`config.mk`:
```
export PLATFORM = sky130hd
export DESIGN_NAME = bsa_sequencer
export DESIGN_NICKNAME = d
export VERILOG_FILES = /design/src/design/bsa_pkg.sv /design/src/design/bsa_sequencer.sv /design/src/design/bsa_result_reg.sv
export SDC_FILE = /design/constraint.sdc
export NUM_CORES = 1
export LEC_CHECK = 0
export CELL_PAD_IN_SITES_DETAIL_PLACEMENT = 1
export CELL_PAD_IN_SITES_GLOBAL_PLACEMENT = 2
export CORE_MARGIN = 1
export CORE_UTILIZATION = 38
export CTS_CLUSTER_DIAMETER = 30
export CTS_CLUSTER_SIZE = 40
export DETAILED_ROUTE_END_ITERATION = 7
export DONT_BUFFER_PORTS = 1
export PLACE_DENSITY_LB_ADDON = 0.3
export RECOVER_POWER = 25
export SLEW_MARGIN = 20
export SYNTH_ARGS = -nofsm -noshare
export SYNTH_HDL_FRONTEND = slang
export SYNTH_SLANG_ARGS = --single-unit
```
`constraint.sdc`:
```
create_clock -name clk_i -period 5.6 [get_ports clk_i]
set_clock_uncertainty 0.1 [all_clocks]
set_input_delay 0.28 -clock clk_i [delete_from_list [all_inputs] [get_ports clk_i]]
set_output_delay 0.28 -clock clk_i [all_outputs]
set_load 0.1 [all_outputs]
```
`src/design/bsa_pkg.sv`:
```
// shared constants for the bit-stream adc sequencer
package bsa_pkg;
   // internal oscillator as a divided enable from clk_i
   localparam int unsigned CLK_HZ = 100_000_000;
   localparam int unsigned OSC_HZ_DEFAULT = 1_000_000;
   localparam int unsigned OSC_DIV_DEFAULT = CLK_HZ / OSC_HZ_DEFAULT;
   // conversion window in oscillator periods
   localparam int unsigned CONV_PERIODS = 1024;
   localparam int unsigned RESULT_W = 8;
   localparam int unsigned SRC_COUNT = 8;
   localparam int unsigned SRC_W = 3;
   localparam int unsigned RESP_BYTE_INDEX = 3;
   localparam logic [7:0] RESULT_RESET = 8'h00;
   localparam logic [2:0] SRC_RESET = 3'h0;

   typedef enum logic [0:0] {
      BSA_IDLE,
      BSA_CONV
   } bsa_state_t;
endpackage

```
`src/design/bsa_sequencer.sv`:
```
// bit-stream adc sequencer: feedback flip-flop, decimation, trigger, result
// Operation
// - comparator high: store one, feedback pin low
// - comparator low: store zero, feedback pin high
// - decimate bit stream into eight-bit result
// - start conversion after break plus sync
// - each result overwrites the single result register
// - result returned in fourth response byte
// - conversion samples exactly 1024 oscillator enables, spanning 1023 to 1024 periods
// - new trigger mid-conversion restarts, drops result
// - select one of eight sources at once
`timescale 1ns/1ps
`default_nettype none
module bsa_sequencer
   import bsa_pkg::*;
#(
   parameter int unsigned OSC_DIV = OSC_DIV_DEFAULT,
   parameter int unsigned CONV_LEN = CONV_PERIODS
) (
   // clock and reset
   input wire logic clk_i,
   input wire logic nrst_i,
   // comparator sample and feedback pin
   input wire logic comp_i,
   output logic feedback_drive_pin_o,
   output logic feedback_drive_pin_oe_o,
   // source selection
   input wire logic [SRC_W-1:0] adc_source_sel_i,
   output logic [SRC_COUNT-1:0] adc_source_selector_o,
   // slave frame engine side
   input wire logic sync_done_i,
   input wire logic resp_byte_req_i,
   input wire logic [1:0] resp_byte_idx_i,
   output logic [RESULT_W-1:0] port_response_frame_byte_o,
   // status
   output logic busy_o,
   output logic result_valid_o,
   output logic conv_done_o
);
   localparam int CNT_W = $clog2(CONV_LEN + 1);

   // comparator synchroniser, 3 stages
   logic comp_s1;
   logic comp_s2;
   logic comp_s3;
   logic comp_lvl;
   logic next_comp_lvl;
   // oscillator enable divider
   logic [15:0] div_cnt;
   logic [15:0] next_div_cnt;
   logic osc_en;
   // feedback flip-flop
   logic fb_ff;
   logic next_fb_ff;
   // conversion control
   bsa_state_t state;
   bsa_state_t next_state;
   logic [CNT_W-1:0] per_cnt;
   logic [CNT_W-1:0] next_per_cnt;
   logic [CNT_W-1:0] zero_cnt;
   logic [CNT_W-1:0] next_zero_cnt;
   logic wr_res;
   logic next_valid;
   logic [SRC_COUNT-1:0] next_sel;

   function automatic logic [RESULT_W-1:0] scale_zeros(
      input logic [CNT_W-1:0] zeros
   );
      logic [CNT_W+RESULT_W-1:0] prod;
      prod = '0;
      // zeros/len*255; a full window of zeros saturates to the top code
      prod = ((CNT_W+RESULT_W)'(zeros) * (CNT_W+RESULT_W)'(255))
             / (CNT_W+RESULT_W)'(CONV_LEN);
      return prod[RESULT_W-1:0];
   endfunction

   always_ff @(posedge clk_i or negedge nrst_i) begin
      if (!nrst_i) begin
         comp_s1 <= 1'b0;
         comp_s2 <= 1'b0;
         comp_s3 <= 1'b0;
      end else begin
         comp_s1 <= comp_i;
         comp_s2 <= comp_s1;
         comp_s3 <= comp_s2;
      end
   end

   always_comb begin
      // level changes only once stages two and three agree
      next_comp_lvl = comp_lvl;
      if (comp_s2 == comp_s3) begin
         next_comp_lvl = comp_s3;
      end
      // a 16-bit divider limits OSC_DIV to 65536 clocks per period
      next_div_cnt = div_cnt + 16'h0001;
      osc_en = 1'b0;
      if (div_cnt == 16'(OSC_DIV - 1)) begin
         next_div_cnt = 16'h0000;
         osc_en = 1'b1;
      end
      // flip-flop clocked by the sampling edge
      next_fb_ff = fb_ff;
      if (osc_en) begin
         next_fb_ff = comp_lvl;
      end
   end

   always_ff @(posedge clk_i or negedge nrst_i) begin
      if (!nrst_i) begin
         comp_lvl <= 1'b0;
         div_cnt <= 16'h0000;
         fb_ff <= 1'b0;
      end else begin
         comp_lvl <= next_comp_lvl;
         div_cnt <= next_div_cnt;
         fb_ff <= next_fb_ff;
      end
   end

   // inverse of the flip-flop drives the 1-bit dac pin
   assign feedback_drive_pin_o = ~fb_ff;
   assign feedback_drive_pin_oe_o = 1'b1;

   always_comb begin
      next_state = state;
      next_per_cnt = per_cnt;
      next_zero_cnt = zero_cnt;
      wr_res = 1'b0;
      next_valid = result_valid_o;
      case (state)
         BSA_IDLE: begin
            if (sync_done_i) begin
               next_state = BSA_CONV;
               next_per_cnt = '0;
               next_zero_cnt = '0;
            end
         end
         BSA_CONV: begin
            if (sync_done_i) begin
               // restart drops the partial result; the master should
               // not allow this, so no error flag is kept
               next_per_cnt = '0;
               next_zero_cnt = '0;
            end else if (osc_en) begin
               next_per_cnt = per_cnt + CNT_W'(1);
               if (!fb_ff) begin
                  next_zero_cnt = zero_cnt + CNT_W'(1);
               end
               if (per_cnt == CNT_W'(CONV_LEN - 1)) begin
                  next_state = BSA_IDLE;
                  wr_res = 1'b1;
                  next_valid = 1'b1;
               end
            end
         end
         default: begin
            next_state = BSA_IDLE;
         end
      endcase
      next_sel = '0;
      next_sel[adc_source_sel_i] = 1'b1;
   end

   always_ff @(posedge clk_i or negedge nrst_i) begin
      if (!nrst_i) begin
         state <= BSA_IDLE;
         per_cnt <= '0;
         zero_cnt <= '0;
         result_valid_o <= 1'b0;
         conv_done_o <= 1'b0;
         adc_source_selector_o <= '0;
      end else begin
         state <= next_state;
         per_cnt <= next_per_cnt;
         zero_cnt <= next_zero_cnt;
         result_valid_o <= next_valid;
         conv_done_o <= wr_res;
         adc_source_selector_o <= next_sel;
      end
   end

   assign busy_o = (state == BSA_CONV);

   logic [RESULT_W-1:0] res_rd;
   logic [CNT_W-1:0] fin_zeros;
   // the last enable's sample is not in zero_cnt yet when the result is
   // written, so it is folded in here
   assign fin_zeros = fb_ff ? zero_cnt : zero_cnt + CNT_W'(1);

   bsa_result_reg #(
      .WIDTH(RESULT_W)
   ) u_result (
      .clk_i(clk_i),
      .nrst_i(nrst_i),
      .wr_i(wr_res),
      .wdata_i(scale_zeros(fin_zeros)),
      .rd_i(resp_byte_req_i),
      .rdata_o(res_rd)
   );

   // response byte: result sits in the fourth byte field, others zero
   logic byte_is_res;
   logic next_byte_is_res;
   always_comb begin
      next_byte_is_res = byte_is_res;
      if (resp_byte_req_i) begin
         next_byte_is_res = (resp_byte_idx_i == 2'(RESP_BYTE_INDEX));
      end
   end
   always_ff @(posedge clk_i or negedge nrst_i) begin
      if (!nrst_i) begin
         byte_is_res <= 1'b0;
      end else begin
         byte_is_res <= next_byte_is_res;
      end
   end
   assign port_response_frame_byte_o = byte_is_res ? res_rd : RESULT_RESET;
endmodule
`default_nettype wire

```
`src/design/bsa_result_reg.sv`:
```
// result store: overwritten by each finished conversion, registered read
`timescale 1ns/1ps
`default_nettype none
module bsa_result_reg
   import bsa_pkg::*;
#(
   parameter int unsigned WIDTH = RESULT_W
) (
   // clock and reset
   input wire logic clk_i,
   input wire logic nrst_i,
   // write side
   input wire logic wr_i,
   input wire logic [WIDTH-1:0] wdata_i,
   // read side
   input wire logic rd_i,
   output logic [WIDTH-1:0] rdata_o
);
   logic [WIDTH-1:0] store;
   logic [WIDTH-1:0] next_store;
   logic [WIDTH-1:0] next_rdata;

   always_comb begin
      next_store = store;
      next_rdata = rdata_o;
      if (wr_i) begin
         next_store = wdata_i;
      end
      if (rd_i) begin
         next_rdata = store;
      end
   end

   always_ff @(posedge clk_i or negedge nrst_i) begin
      if (!nrst_i) begin
         store <= '0;
         rdata_o <= '0;
      end else begin
         store <= next_store;
         rdata_o <= next_rdata;
      end
   end
endmodule
`default_nettype wire

```
# Word level (Yosys, flattened, before mapping)
# Index checks and enable logic that the tools add are counted.
# op_classes
addsub	3
multipliers	1
div	0
magnitude_cmp	2
n_eq_ne	6
shift	0
mux	22
bitwise_logic	3
n_reduce_logical	3
# ops
cell	count
2-to-1 mux 11 bit	6
one-hot mux 11 bit (2 select lines)	2
adder 11 x 1 -> 11 bit, second input constant	2
multiplier 11 x 8 -> 18 bit, second input constant	1
adder 16 x 1 -> 16 bit, second input constant	1
== test 16 x 7 -> 1 bit, second input constant	1
2-to-1 mux 16 bit	1
== test 11 x 10 -> 1 bit, second input constant	1
2-to-1 mux 1 bit	10
2-to-1 mux 8 bit	1
less-than comparator 3 x 4 -> 1 bit, second input constant	1
AND reduction 4 bit	1
demux 1 bit (select 3 bit)	1
>= comparator 3 x 1 -> 1 bit, second input constant	1
!= test 3 bit, second input constant	1
inverter 1 bit	3
== test 2 bit, second input constant	1
!= test 2 bit, second input constant	1
one-hot mux 1 bit (2 select lines)	1
AND reduction 2 bit	1
== test 1 bit	1
logical AND 1 bit	1
# totals
reg_bits	71
latchBits	0
mem_bits_rw	0
mem_bits_ro	0
input_bits	10
out_inout_bits	21
wordCells	55
mem_count	0

# Logic depth before layout (Yosys ltp)
# logic_depth
word_depth	5
depth_mapped	23
ltp_nobuf	23

# Cells and area by module
# From an unflattened synthesis, not the netlist that was laid out.
# unflattened
cells_unflattened	510
hier_area_um2	5332.6
# by_module_without_submodules
module	instances	cells_per_inst	area_per_inst_um2	seq_area_each_um2
bsa_sequencer	1	476	4669.5	1376.3
bsa_result_reg	1	34	663.1	400.4

# Worst setup path after synthesis
# OpenSTA, ideal clock, no wires.
# synth_path
kind	register to register
start	reg fb_ff
end	reg u_result.store[7]
setup_ps	127
arrival_ps	5470
required_time_ps	5373
slack_ps	-98
stages_incl_launch_ff	21
n_path_buf	0
period_less_slack_ps	5698
path_cell_list	dfrtp_1 -> inv_1 -> nand4_1 -> xor2_1 -> inv_1 -> xnor2_1 -> ha_1 -> or2_2 -> fa_1 -> fa_1 -> inv_1 -> fa_1 -> inv_1 -> ha_1 -> nor2_1 -> a21oi_1 -> o31ai_2 -> o31ai_1 -> a21oi_1 -> xnor2_1 -> mux2_1
# synth_via
elab_chain_cells	2
# synth_rtl
element	line	rtl
start, declared	bsa_sequencer.sv:53	logic fb_ff;
start signal, assigned	bsa_sequencer.sv:117	fb_ff <= next_fb_ff;
2-to-1 mux 11 bit	--	
multiplier 11 x 8 -> 18 bit	bsa_sequencer.sv:72	prod = ((CNT_W+RESULT_W)'(zeros) * (CNT_W+RESULT_W)'(255))
end signal, assigned	bsa_result_reg.sv:39	store <= next_store;
end, declared	bsa_result_reg.sv:19	logic [WIDTH-1:0] store;
# Every way passes these cells.
# A chain may end at the register's enable or synchronous reset.

# Worst setup path in the final report
# layout_path
start	reg zero_cnt[3]
end	reg u_result.store[7]
# layout_via
elab_chain_cells	3
# layout_rtl
element	line	rtl
start, declared	bsa_sequencer.sv:60	logic [CNT_W-1:0] zero_cnt;
start signal, assigned	bsa_sequencer.sv:176	zero_cnt <= next_zero_cnt;
adder 11 x 1 -> 11 bit	bsa_sequencer.sv:189	assign fin_zeros = fb_ff ? zero_cnt : zero_cnt + CNT_W'(1);
2-to-1 mux 11 bit (*)	--	
multiplier 11 x 8 -> 18 bit (*)	bsa_sequencer.sv:72	
# Every way passes the cells marked *; elsewhere a longest branch is shown, timed or not.

==> results.md <==
- Fin util: 0.462
- Crit path arrival time: 5490 ps
- Fmax: 186 MHz
- Avg Synthesized Cell Area: 10.3 µm²
- GRT overflow: 0
- Element type at the critical path end: flip-flop
- Clock slew at reported path FFs: 60 ps
- First-pass GRT wire length: 17.6 mm
- Top Ports: 31
- GR peak layer: met2
- Synthesized flop and latch total: 71
- Die ar.: 13700 µm²
- Critical path cell sequence: and3b_2, and4_2, and3_4, and3_1, xor2_2, fa_1, inv_1, fa_1, inv_1, fa_1, fa_1, inv_1, ha_2, a21oi_2, o21ai_1, a21oi_2, o31ai_4, a21oi_2, xnor2_1, mux2_1
- Non-filler cells, final: 697
- Die X: 117 µm
- Seq pwr share: 0.461
- Psw: 268 µW
- Async SR Flop Fraction: 1.00
- Post-synthesis cell area: 5020 µm²
- Initial core utilization: 0.393
- Maximum root-to-sink buffer count: 2
- Global Route Usage Sum: 0.171
- Final Cycle Share: 0.961
- Met2 Use GR: 0.308
- Combinational Power Share: 0.023
- Post-Place Worst Slack: -50.1 ps
- Setup Viol. Count Final: 0
- Measured slew at the worst slew-check pin: 3840 ps
- Area Growth Syn to Fin: 17.5%
- Outcome: finished, violations left
- Final WS setup: 216 ps
- Synth area leaders: dfrtp_1 35%, fa_1 13%, ha_1 11%
- Fraction of layout cells with a size suffix above 1: 0.162
- Clock sink total: 71
- GPL Wtd Cong: 0.777
- Synthesized instance count: 486
- Leak Pwr: 2.96 nW
- Crit path launch type: flip-flop
- Reg area: 1780 µm²
- CP max-delay cell: fa_1
- Relative slew slack: -1.56
- Hold WC Path Type: input pin to flip-flop
- Met1 GRT Util: 0.203
- Worst IR Drop VDD: 0.000156 V
- YS warnings: 0
- Fill count: 1386
- Final Routed Wirelength: 10.6 mm
- Violated checks: max-capacitance violations, max-slew violations
- Max-cap viol count: 1
- Internal power: 897 µW
- CP max FO: 5
- Chip Height: 117 µm
- Placed insts: 663
- Clock network power share: 0.516
- Worst Setup Path Type: flip-flop to flip-flop
- Drt drc: 0
- Max Slew Vio Count: 72
- Power Total: 1.17 mW
- Cell Rows: 41
- Via/cell ratio: 4.86
- Final HPWL DP: 7.69 mm
- Buffer type at the clock tree root: clkbuf_16
- Fin nets: 608
- Slowest Stage Delay on Critical Path: 550 ps
- First-pass DRT Iterations: 4
- 1st-iter DRT viols: 75
- Dominant synthesized flop cell: dfrtp_1
- Most used cell, CP: fa_1
- Number of diodes: 0
- CORE AREA: 12800 µm²
- Crit path time final: 5380 ps
- Port Buffers: 0
- Final Hold Fails: 0
- Met3 Use GR: 0.0412
- Wire per inst: 15.1 µm
- Worst Path Required: 5710 ps
- Seq/Total Area, Yosys: 0.354
- EDFF count, synth: 0
- Vias post-DR: 3390
- Post-synth net total: 574
- Initial antenna violation count: 0
- Switching fraction of total power: 0.230
- Area of the multi-input gates: 3080 µm²
- Share of the synthesized area in the top cell type: 0.354
- Yosys cell types: 51
- Detail Route Antenna Nets: 0
- Power density cells: 198 nW/µm²
- Clock Latency Late Sink: 330 ps
- Largest net degree at the start of global routing: 72
- CTS tree: yes
- Biggest area consumer among synthesized cells: dfrtp_1
- Total CTS buffers: 9
- Number of H-tree levels: 3
- Vias in the first global route: 3704
- WHS: 13.0 ps
[metal layers]
layer	vias to the layer above	wire [µm]
li1	1634	-
met1	1715	4620
met2	32	5530
met3	9	313
met4	0	98
met5	-	0
[cell families after synthesis]
| logic type | synth area share |
|---|---|
| compound gates | 0.0566 |
| xor+xnor | 0.111 |
| fa+ha+maj | 0.248 |
| buf+inv | 0.0573 |
| flops | 0.354 |
| mux | 0.0224 |
| other cells | 0.000747 |
| simple gates | 0.150 |
[critical path: cells and delay by family, from the launching register on]
family | cells | cell delay [ps]
AOI/OAI and AO/OA | 5 | 740
xor gates and xnor gates | 2 | 240
adders and majority gates | 5 | 2380
buffers and inverters | 3 | 170
DFF | 1 | 410
muxes | 1 | 280
and+or+nand+nor | 4 | 940
[cell usage after synthesis, types with 6 or more instances]
master,number
o21ai_0,15
mux2_2,9
inv_1,66
xor2_1,25
and2_1,9
a21oi_1,18
xnor2_1,35
dfrtp_1,71
nand3_1,12
ha_1,45
a21o_1,6
nand2_1,37
nor2_1,34
and3_1,10
fa_1,33
[power groups by stage]
stage          Clock [mW]  Combinational [mW]  Sequential [mW]
2_1_floorplan           0              0.0105            0.545
3_3_place_gp            0             0.00741            0.546
3_5_place_dp            0             0.00787            0.547
4_1_cts             0.620              0.0300            0.537
5_1_grt             0.636              0.0305            0.538
6_report            0.601              0.0266            0.537
[sequential cells by signal (all words and copies together), names as in the netlist]
register               flops
div_cnt                   16
per_cnt                   11
zero_cnt                  11
adc_source_selector_o      8
u_result.rdata_o           8
u_result.store             8
busy_o                     1
byte_is_res                1
comp_lvl                   1
comp_s1                    1
comp_s2                    1
comp_s3                    1
conv_done_o                1
fb_ff                      1
result_valid_o             1
[repair_timing]
item / in CTS / in global routing
setup buffers: 0 / 8
setup endpoints to repair: 1 / 4
endpoints found under the hold margin: 107 / 0
pin swaps: 2 / 9
resized for setup: 4 / 27
hold buffers: 10 / 0
[cell usage in the layout, fill, tap and decap left out, types with 3 or more instances in the layout]
cell | Yosys | final
a21o_1 | 6 | 6
a21oi_1 | 18 | 13
a21oi_2 | 0 | 5
and2_1 | 9 | 9
and3_1 | 10 | 7
and3_4 | 1 | 4
buf_4 | 2 | 19
clkbuf_16 | 0 | 9
clkinvlp_4 | 0 | 4
dfrtp_1 | 71 | 69
dlygate4sd3_1 | 0 | 9
fa_1 | 33 | 33
ha_1 | 45 | 42
inv_1 | 66 | 63
mux2_2 | 9 | 9
nand2_1 | 37 | 37
nand2b_1 | 4 | 4
nand3_1 | 12 | 12
nand4_1 | 3 | 3
nor2_1 | 34 | 34
nor3_1 | 3 | 3
nor3b_1 | 3 | 3
o21ai_0 | 15 | 14
o21ai_1 | 3 | 4
or3_1 | 4 | 4
xnor2_1 | 35 | 34
xor2_1 | 25 | 22
xor2_2 | 1 | 3
[stage by stage]
step                      area (µm²)  setup TNS (ps)
final                           5900               0
after global routing            5900           -7.13
after CTS                       5750               0
after detailed placement        5300           -50.1
after global placement          5300               0
after floorplan                 5030               0
[worst paths after layout]
kind / endpoint / startpoint / depth (start not counted) / slack (ps)
max in group asynchronous: zero_cnt[0]$_DFFE_PN0P_ / nrst_i / 2 / 1230
worst min register to register: comp_s2$_DFF_PN0_ / comp_s1$_DFF_PN0_ / 0 / 250
worst max register to register: u_result.store[7]$_DFFE_PN0P_ / zero_cnt[3]$_DFFE_PN0P_ / 20 / 220
worst max-delay path: u_result.store[7]$_DFFE_PN0P_ / zero_cnt[3]$_DFFE_PN0P_ / 20 / 220
worst min-delay path: adc_source_selector_o[7]$_DFF_PN0_ / adc_source_sel_i[2] / 1 / 10
min in group asynchronous: u_result.rdata_o[2]$_DFFE_PN0P_ / nrst_i / 2 / 1710
[area by class of cell]
cell class	count	area share
clock buffer	11	0.0428
clock inverter	5	0.0106
inverter	67	0.0439
multi-input combinational	341	0.523
sequential	71	0.302
tap	172	0.0365
timing repair buffer	30	0.0420
No activity file was read; power rests on OpenSTA's default activity.
